## config.mk

```make
export PLATFORM = sky130hd
export DESIGN_NAME = status_led_fault_display
export DESIGN_NICKNAME = d
export VERILOG_FILES = /design/src/blink_gen.v /design/src/status_led_fault_display.v
export VERILOG_INCLUDE_DIRS = /design/src
export SDC_FILE = /design/constraint.sdc
export NUM_CORES = 1
export LEC_CHECK = 0
export BUFFER_PORTS_ARGS = -buffer_cell sky130_fd_sc_hd__buf_2
export CAP_MARGIN = 10
export CORE_ASPECT_RATIO = 0.8
export CORE_UTILIZATION = 59
export CTS_CLUSTER_SIZE = 28
export DETAILED_ROUTE_END_ITERATION = 10
export HOLD_SLACK_MARGIN = 0.02
export PLACE_DENSITY = 0.89
export SYNTH_ARGS = -nofsm -noshare
export SYNTH_HDL_FRONTEND = slang
export SYNTH_SLANG_ARGS = --single-unit
```

## constraint.sdc

```tcl
create_clock -name clock -period 2.4 [get_ports clock]
set_input_delay 0.12 -clock clock [delete_from_list [all_inputs] [get_ports clock]]
set_output_delay 0.12 -clock clock [all_outputs]
set_load 0.005 [all_outputs]
```

## src/led_map.vh

```
// led_map.vh: timing constants and code values for the front-panel status display
// assumes a 100 MHz system clock; included by the display module
`ifndef LED_MAP_VH
`define LED_MAP_VH

// ==========================================
// clock and blink timing
`define CLOCK_HZ 100000000
`define FAST_BLINK_MS 200
`define SLOW_BLINK_MS 1400
`define FAST_HALF_CYCLES ((`CLOCK_HZ / 1000) * `FAST_BLINK_MS / 2)
`define SLOW_HALF_CYCLES ((`CLOCK_HZ / 1000) * `SLOW_BLINK_MS / 2)

// ==========================================
// power-on phase length
`define POWER_ON_MS 2000
`define POWER_ON_CYCLES ((`CLOCK_HZ / 1000) * `POWER_ON_MS)

// ==========================================
// display source codes, in priority order
`define SRC_POWER_ON 3'h0
`define SRC_HARD 3'h1
`define SRC_MISMATCH 3'h2
`define SRC_SOFT 3'h3
`define SRC_NORMAL 3'h4

`endif

```

## src/blink_gen.v

```verilog
// blink_gen.v: free-running square wave with a programmable half period
// assumes one clock domain; output toggles every half_cycles clock edges
`timescale 1ns/1ps
`default_nettype none

module blink_gen #(
  parameter integer HALF_CYCLES = 10000000
) (
  // clock and reset
  input wire clock,
  input wire rst_n,
  // square wave
  output reg wave
);

  reg [31:0] count;

  // ==========================================
  // half-period counter
  always @(posedge clock or negedge rst_n) begin
    if (!rst_n) begin
      count <= 32'h0;
      wave <= 1'b0;
    end else if (count >= HALF_CYCLES - 1) begin
      count <= 32'h0;
      wave <= ~wave;
    end else begin
      count <= count + 32'h1;
    end
  end

endmodule

`default_nettype wire

```

## src/status_led_fault_display.v

```verilog
// status_led_fault_display.v: front-panel LED selector with fault handling
// assumes fault and condition flags arrive from other clock domains or pins
//
// Overview of operation
// RL1: after power-on, the supply, run, config, send-activity and fault LEDs are lit steadily.
// RL2: once the power-on phase ends every LED follows the normal operation display.
// RL3: a module mismatch fast-blinks the run, config and fault LEDs while the supply stays lit.
// RL4: a mismatch is a model-id disagreement between module and base and is not a fault.
// RL5: a hard failure outranks the mismatch pattern.
// RL6: any hardware failure is a hard failure and lights the fault LED steadily.
// RL7: base or flash parameter errors and port errors are soft failures that slow-blink fault.
// RL8: on one parameter store failing, the copy from the other store is used and operation goes on.
// RL9: failed Ethernet ports are disabled and the run LED slow-blinks or goes off.
// RL10: fast blink has a 0.2 s period and slow blink a 1.4 s period.
// RL11: run slow-blinks when some ports fail, is off when all fail, and is lit otherwise.
// RL12: a single selector picks hard, then mismatch, then soft, then normal, every cycle.
`include "led_map.vh"
`timescale 1ns/1ps
`default_nettype none

module status_led_fault_display #(
  parameter integer PORTS = 4,
  parameter integer POWER_ON_CYCLES = `POWER_ON_CYCLES,
  parameter integer FAST_HALF = `FAST_HALF_CYCLES,
  parameter integer SLOW_HALF = `SLOW_HALF_CYCLES,
  parameter integer ID_WIDTH = 8
) (
  // clock and reset
  input wire clock,
  input wire rst_n,
  // fault and condition inputs
  input wire hw_fail,
  input wire base_param_err,
  input wire flash_param_err,
  input wire [PORTS-1:0] port_err,
  input wire [ID_WIDTH-1:0] module_model_id,
  input wire [ID_WIDTH-1:0] base_model_id,
  // state inputs for the normal display
  input wire config_mode,
  input wire sending,
  input wire [1:0] chain_ring_state,
  input wire [1:0] between_ring_state,
  input wire [PORTS-1:0] port_link,
  input wire [PORTS-1:0] port_activity,
  // parameter source and port control
  output reg use_flash_params,
  output reg params_lost,
  output reg [PORTS-1:0] port_enable,
  // LED drive
  output reg supply_led,
  output reg run_led,
  output reg config_state_led,
  output reg send_activity_led,
  output reg chain_ring_state_led,
  output reg fault_led,
  output reg between_ring_state_led,
  output reg [PORTS-1:0] port_link_leds,
  // display status
  output reg power_on_phase,
  output reg mismatch
);

  // ring state codes: 0 ring normal, 1 non-ring, 2 broken somewhere, 3 broken next to us
  localparam [1:0] RING_OK = 2'h0;
  localparam [1:0] RING_NONE = 2'h1;
  localparam [1:0] RING_FAR = 2'h2;
  localparam [1:0] RING_NEAR = 2'h3;

  // ==========================================
  // input synchronisers
  localparam integer SW = 9 + 3 * PORTS + 2 * ID_WIDTH;
  wire [SW-1:0] raw = {hw_fail, base_param_err, flash_param_err, port_err, port_link,
    port_activity, module_model_id, base_model_id, config_mode, sending,
    chain_ring_state, between_ring_state};
  reg [SW-1:0] sync_a;
  reg [SW-1:0] sync_b;

  always @(posedge clock or negedge rst_n) begin
    if (!rst_n) begin
      sync_a <= {SW{1'b0}};
      sync_b <= {SW{1'b0}};
    end else begin
      sync_a <= raw;
      sync_b <= sync_a;
    end
  end

  wire s_hw;
  wire s_base_err;
  wire s_flash_err;
  wire [PORTS-1:0] s_port_err;
  wire [PORTS-1:0] s_link;
  wire [PORTS-1:0] s_act;
  wire [ID_WIDTH-1:0] s_mod_id;
  wire [ID_WIDTH-1:0] s_base_id;
  wire s_cfg;
  wire s_send;
  wire [1:0] s_chain;
  wire [1:0] s_between;
  assign {s_hw, s_base_err, s_flash_err, s_port_err, s_link, s_act, s_mod_id, s_base_id,
    s_cfg, s_send, s_chain, s_between} = sync_b;

  // ==========================================
  // blink sources
  wire fast_wave;
  wire slow_wave;

  blink_gen #(.HALF_CYCLES(FAST_HALF)) u_fast ( // RL10
    .clock(clock),
    .rst_n(rst_n),
    .wave(fast_wave)
  );

  blink_gen #(.HALF_CYCLES(SLOW_HALF)) u_slow ( // RL10
    .clock(clock),
    .rst_n(rst_n),
    .wave(slow_wave)
  );

  // ring led pattern from a ring state code
  function ring_pattern;
    input [1:0] state;
    input fast;
    input slow;
    begin
      case (state)
        RING_NONE: ring_pattern = 1'b1;
        RING_FAR: ring_pattern = fast;
        RING_NEAR: ring_pattern = slow;
        default: ring_pattern = 1'b0;
      endcase
    end
  endfunction

  // ==========================================
  // power-on phase timer
  reg [31:0] po_count;

  always @(posedge clock or negedge rst_n) begin
    if (!rst_n) begin
      po_count <= 32'h0;
      power_on_phase <= 1'b1;
    end else if (power_on_phase) begin
      if (po_count >= POWER_ON_CYCLES - 1) begin
        power_on_phase <= 1'b0; // RL2
      end else begin
        po_count <= po_count + 32'h1;
      end
    end
  end

  // ==========================================
  // fault classification
  wire any_port_err = |s_port_err;
  wire all_port_err = &s_port_err;
  wire soft_fail = s_base_err | s_flash_err | any_port_err; // RL7
  wire id_mismatch = (s_mod_id != s_base_id); // RL4

  // a failed port stays disabled until reset; a flickering port would otherwise flap the ring
  always @(posedge clock or negedge rst_n) begin
    if (!rst_n) begin
      port_enable <= {PORTS{1'b1}};
      use_flash_params <= 1'b0;
      params_lost <= 1'b0;
      mismatch <= 1'b0;
    end else begin
      port_enable <= port_enable & ~s_port_err; // RL9
      // base store is preferred; fall back to flash copy when base is bad and flash is good
      use_flash_params <= s_base_err & ~s_flash_err; // RL8
      params_lost <= s_base_err & s_flash_err;
      mismatch <= id_mismatch;
    end
  end

  // ==========================================
  // prioritised display selector
  reg [2:0] source;

  always @* begin
    if (power_on_phase) begin
      source = `SRC_POWER_ON;
    end else if (s_hw) begin
      source = `SRC_HARD; // RL5 RL12
    end else if (id_mismatch) begin
      source = `SRC_MISMATCH; // RL12
    end else if (soft_fail) begin
      source = `SRC_SOFT; // RL12
    end else begin
      source = `SRC_NORMAL; // RL12
    end
  end

  // normal-display run LED from port health
  reg normal_run;

  always @* begin
    if (all_port_err) begin
      normal_run = 1'b0; // RL11
    end else if (any_port_err) begin
      normal_run = slow_wave; // RL11
    end else begin
      normal_run = 1'b1;
    end
  end

  reg next_run;
  reg next_cfg;
  reg next_send;
  reg next_fault;

  always @* begin
    next_run = normal_run; // RL2
    next_cfg = s_cfg;
    next_send = s_send;
    next_fault = 1'b0;
    case (source)
      `SRC_POWER_ON: begin
        next_run = 1'b1; // RL1
        next_cfg = 1'b1; // RL1
        next_send = 1'b1; // RL1
        next_fault = 1'b1; // RL1
      end
      `SRC_HARD: begin
        next_fault = 1'b1; // RL6
      end
      `SRC_MISMATCH: begin
        next_run = fast_wave; // RL3
        next_cfg = fast_wave; // RL3
        next_fault = fast_wave; // RL3
      end
      `SRC_SOFT: begin
        next_fault = slow_wave; // RL7
        next_run = normal_run; // RL9
      end
      default: begin
        next_fault = 1'b0;
      end
    endcase
  end

  // ==========================================
  // LED output registers
  always @(posedge clock or negedge rst_n) begin
    if (!rst_n) begin
      supply_led <= 1'b0;
      run_led <= 1'b0;
      config_state_led <= 1'b0;
      send_activity_led <= 1'b0;
      chain_ring_state_led <= 1'b0;
      fault_led <= 1'b0;
      between_ring_state_led <= 1'b0;
      port_link_leds <= {PORTS{1'b0}};
    end else begin
      supply_led <= 1'b1; // RL1 RL2 RL3
      run_led <= next_run;
      config_state_led <= next_cfg;
      send_activity_led <= next_send;
      fault_led <= next_fault;
      chain_ring_state_led <= ring_pattern(s_chain, fast_wave, slow_wave);
      between_ring_state_led <= ring_pattern(s_between, fast_wave, slow_wave);
      // activity flashes the link LED with the fast wave
      port_link_leds <= s_link & port_enable & ~(s_act & {PORTS{fast_wave}});
    end
  end

endmodule

`default_nettype wire

```

# Word-level counts from Yosys, hierarchy flattened
# Cells that the tools add are included.
[classes]
n_addsub = 3
n_mul = 0
n_div = 0
order_cmp = 3
n_eq_ne = 10
shifts = 0
muxes = 16
bitwise_logic = 14
n_reduce_logical = 5
[op_table]
columns = ["operator", "n"]
rows = [
  ["$add A32 B1 Y32 const B", 3],
  ["$mux W32", 2],
  ["$ge A32 B24 Y1 const B", 1],
  ["$ge A32 B27 Y1 const B", 1],
  ["$ge A32 B28 Y1 const B", 1],
  ["$and A4 B4 Y4", 4],
  ["$mux W3", 4],
  ["$pmux W1 S3", 3],
  ["$eq A2 B2 Y1 const B", 4],
  ["$ne A8 B8 Y1", 1],
  ["$not A4 Y4", 2],
  ["$eq A3 B2 Y1 const B", 2],
  ["$mux W1", 5],
  ["$eq A2 B1 Y1 const B", 2],
  ["$not A1 Y1", 4],
  ["$pmux W1 S2", 2],
  ["$reduce_and A4 Y1", 1],
  ["$reduce_or A4 Y1", 1],
  ["$eq A3 B1 Y1 const B", 1],
  ["$logic_not A3 Y1", 1],
  ["$and A1 B1 Y1", 2],
  ["$or A1 B1 Y1", 2],
  ["$reduce_and A2 Y1", 1],
  ["$reduce_or A2 Y1", 1],
]
[totals]
regBits = 191
latch_bits = 0
mem_bits_rw = 0
rom_bits = 0
output_inout_bits = 19
n_memories = 0

# Longest topological paths before layout
[logic_depth]
ltp_word = 9
depth_mapped = 8
ltp_nobuf = 7

# Cells and area by module
# From an unflattened synthesis, not the netlist that was laid out.
[unflattened]
hier_cells = 579
area_unflattened_um2 = 7247.0
[modules_own_cells]
columns = ["mod", "instances", "cells_each", "area_each_um2", "seq_area_each_um2"]
rows = [
  ["status_led_fault_display", 1, 269, 4076.4, 3134.3],
  ["blink_gen at u_fast", 1, 157, 1607.8, 825.8],
  ["blink_gen at u_slow", 1, 153, 1562.7, 825.8],
]

# Least setup slack after synthesis
# No wires, ideal clock.
[synth_path]
path_kind = "flip-flop to flip-flop"
from = "register u_slow.count[24]"
to = "register u_slow.count[19]"
setup_ps = 119
arrival_ps = 1795
required_time_ps = 2281
path_slack_ps = 486
path_stages_with_launch = 6
path_cell_list = "dfrtp_1 or4_1 or3_1 o21ai_4 buf_6 nor2_1"
[synth_via]
elab_chain_len = 2
[synth_rtl]
columns = ["element", "line_no", "rtl"]
rows = [
  ["start: declaration", "blink_gen.v:16", "reg [31:0] count;"],
  ["start signal: assignment", "blink_gen.v:28", "count <= count + 32'h1;"],
  ["$ge A32 B27 Y1", "blink_gen.v:24", "end else if (count >= HALF_CYCLES - 1) begin"],
  ["$mux W32", "blink_gen.v:24", ""],
]
# No other way between the ends.
# A chain may end at the register's enable or synchronous reset.

# Worst setup path in the final report
[layout_path]
from = "register po_count[0]"
to = "register po_count[24]"
[layout_via]
elab_chain_len = 3
elab_cells_between_ends = 4
cone_classes = "add/sub: 1; order compare: 1; bitwise: 1; reduce/logical: 1"
[layout_rtl]
columns = ["element", "line_no", "rtl"]
rows = [
  ["start: declaration", "status_led_fault_display.v:137", "reg [31:0] po_count;"],
  ["start signal: assignment", "status_led_fault_display.v:147", "po_count <= po_count + 32'h1;"],
  ["$ge A32 B28 Y1", "status_led_fault_display.v:144", "if (po_count >= POWER_ON_CYCLES - 1) begin"],
  ["$not A1 Y1 (no line)", "n/a", ""],
  ["$reduce_and A2 Y1 (no line)", "n/a", ""],
]
# Several ways; a longest one is shown, not always the timed one.

==> out/qor.yml <==
status:
  status: "finished clean"
logic_synthesis:
  yosysMostFrequentCell: "dfrtp_1"
  seq_area_frac_synth_pct: 67.4
  ys_warn_count: 0
  yosys.area_share.simple_pct: 16.4
  synth_common_cells: "dfrtp_1 (186), nor2_1 (70), xnor2_1 (56), nand2_1 (37), nand3_1 (27)"
  ys_async_sr_fraction_pct: 100
  synth_xor_area_share_pct: 9.99
  synthAdderAreaFrac_pct: 0.529
  synth_top_area_share_pct: 65.6
  synth_top_family_by_area: "simple AND/OR/NAND/NOR gates"
  synth.area.top_cells: "dfrtp_1 (66%), xnor2_1 (6.9%), nor2_1 (3.7%)"
  ys_types: 49
  yosysTopAreaCell: "dfrtp_1"
  synthMuxAreaShare_pct: 0.159
  synth.ff_latch_count: 191
  yosys_most_used_dff: "dfrtp_1"
  avgSynthCellArea_um2: 12.4
  synth_area_mm2: 0.00710
  syn_inst: 573
  synth_edf_count: 0
  synth_compound_area_share_pct: 3.49
final_layout:
  area_growth_pct: 21.5
  drive_gt1_share_pct: 16.5
  num-nets-final: 731
grt:
  grt_pass1_wl_um: 28000
  grt_max_degree: 61
  grt_pass1_vias: 5347
  antenna_found_initial: 1
  grt_overflow: 0
  grt_usage_pct: 30.1
timing:
  max-slew-margin-rel_pct: 60.4
  layout_min_cycle_time_ns: 2.31
  fmax_mhz: 433
  worst-slew-pin-transition_ns: 0.588
  postLayoutSetupSlackWorst_ns: 0.0923
  finalSetupTns_ns: 0
  finalHoldViolCount: 0
  fin_crit_sh_pct: 96.2
  rsz0062_at_grt: "no"
  drv_slew: 0
  finalClockSkew_ns: 0.0164
  setup_viol: 0
power:
  p_leak_nw: 3.74
  power_density_mw_per_mm2: 766
  vdd_drop_max_uv: 583
drt:
  drt_pre_antenna_iters: 4
  wl_um: 17300
  vias_per_cell: 5.88
  drtAntennaViolNets: 0
  drt_iter0_drc: 418
  drcViolationCount: 0
  routedWlPerCell_um: 20.4
  vias: 5001
clock_network:
  cts_hold_buffers: 38
  cts.sinks: 191
  h-tree-depth: 4
  tritoncts: "built"
  root_buffer: "clkbuf_16"
  numCtsBuffers: 17
  cts_resized: 0
  clock_latency_ns: 0.44
  clk_transition_reported_paths_ns: 0.09
  clockBufferDepth: 2
  cts_setup_buffers: 0
placed_design:
  io_buffer_count: 57
  dp_hpwl_um: 8720
  gp_congestion: 0.918
  pre_cts_slack_ns: 0.301
worst_setup_path:
  crit_type: "reg -> reg"
  required_ns: 2.73
  worst_setup_path_end_kind: "flop"
  cp-start-kind: "flop"
  cp.arrival_ns: 2.64
  cp_max_fo: 10
die:
  io_pins: 58
  core_area_mm2: 0.0116
  rows: 35
  start_util_pct: 61.2
  die_w_um: 125
  die_area_mm2: 0.0125
  die_y_um: 100
min_path:
  holdCritPathClass: "in -> async"
flow_run:
  drv_cap: 0
-- cells in the final DEF (no fill, tap or decap), types with 6 or more instances in the layout --
cell,Yosys,layout
inv_1,12,12
a21oi_1,9,9
nand2_1,37,37
a31oi_1,6,6
dfrtp_1,186,186
xor2_1,25,25
nand4_1,20,20
and3_1,10,10
nor2_1,70,70
conb_1,2,14
and4_1,6,6
and2_1,6,6
dlygate4sd3_1,0,38
nor3_1,12,12
nor4_1,12,12
xnor2_1,56,56
clkbuf_16,0,17
buf_2,3,56
buf_4,0,6
or3_1,6,6
nand3_1,27,27
-- kinds of logic after synthesis --
logic type      Yosys count
simple gates            230
flops                   191
xor+xnor                 81
compound gates           35
buf+inv                  30
fa+ha+maj                 3
other cells               2
mux                       1
-- state kept, by name (all words and copies together) (netlist names) --
signal	count
u_slow.count	32
use_flash_params	1
chain_ring_state_led	1
run_led	1
sync_b	37
u_fast.wave	1
mismatch	1
fault_led	1
config_state_led	1
params_lost	1
power_on_phase	1
send_activity_led	1
u_fast.count	32
supply_led	1
port_enable	4
sync_a	37
between_ring_state_led	1
po_count	32
u_slow.wave	1
port_link_leds	4
-- area by class of cell --
class | instances | area [um^2]
clock buffers | 17 | 425
multi-input cells | 364 | 2230
clock inverters | 15 | 200
repair buffers | 103 | 757
inverters | 12 | 45.0
fillers | 650 | 2980
well taps | 148 | 185
flip-flops and latches | 191 | 4790
diodes | 1 | 2.50
-- through the flow --
step	utilization (%)	cells	power, mW	cell area, um^2	hold slack, ns
global placement	65.6	780	3.62	7620	0.0923
CTS	74.3	850	6.56	8620	0.222
floorplan	-	585	3.48	7140	-0.176
global route	74.3	851	6.78	8630	0.257
finish	74.3	851	6.61	8630	0.212
detailed placement	65.6	780	3.64	7620	0.102
-- worst paths after layout --
kind / from / end / slack [ns] / cells past startpoint
worst min-delay path: rst_n / u_fast.count[5] / 0.21 / 2
worst max-delay path: po_count[0] / po_count[24] / 0.09 / 8
max in group asynchronous: rst_n / power_on_phase / 1.42 / 3
min in group clock: module_model_id[6] / sync_a[20] / 0.31 / 2
worst min register to register: sync_a[23] / sync_b[23] / 0.35 / 0
worst max register to register: po_count[0] / po_count[24] / 0.09 / 8
-- worst max-delay path, cell delays in order, from the launching register on --
cell	delay, ns
dfrtp_1	0.43
ha_1	0.28
nand4_1	0.21
o211ai_1	0.28
a21o_1	0.32
inv_1	0.11
buf_4	0.19
nand4_1	0.18
xnor2_1	0.19
-- layer usage --
metal | wire, um | share of wire [%] | track usage, % | up-vias
met2 | 8870 | 51 | 51.9 | 273
met4 | 955 | 5.5 | 21.2 | 0
met1 | 6520 | 38 | 34.7 | 2489
li1 | - | - | - | 2156
met5 | 0 | 0 | 0 | -
met3 | 993 | 5.7 | 5.49 | 83
-- report_power, final --
group          internal, mW  total [mW]  switching (mW)
registers              3.32        3.38          0.0559
clock network          1.45        2.96            1.51
logic                 0.118       0.275           0.157
No activity file was read; power rests on OpenSTA's default activity.
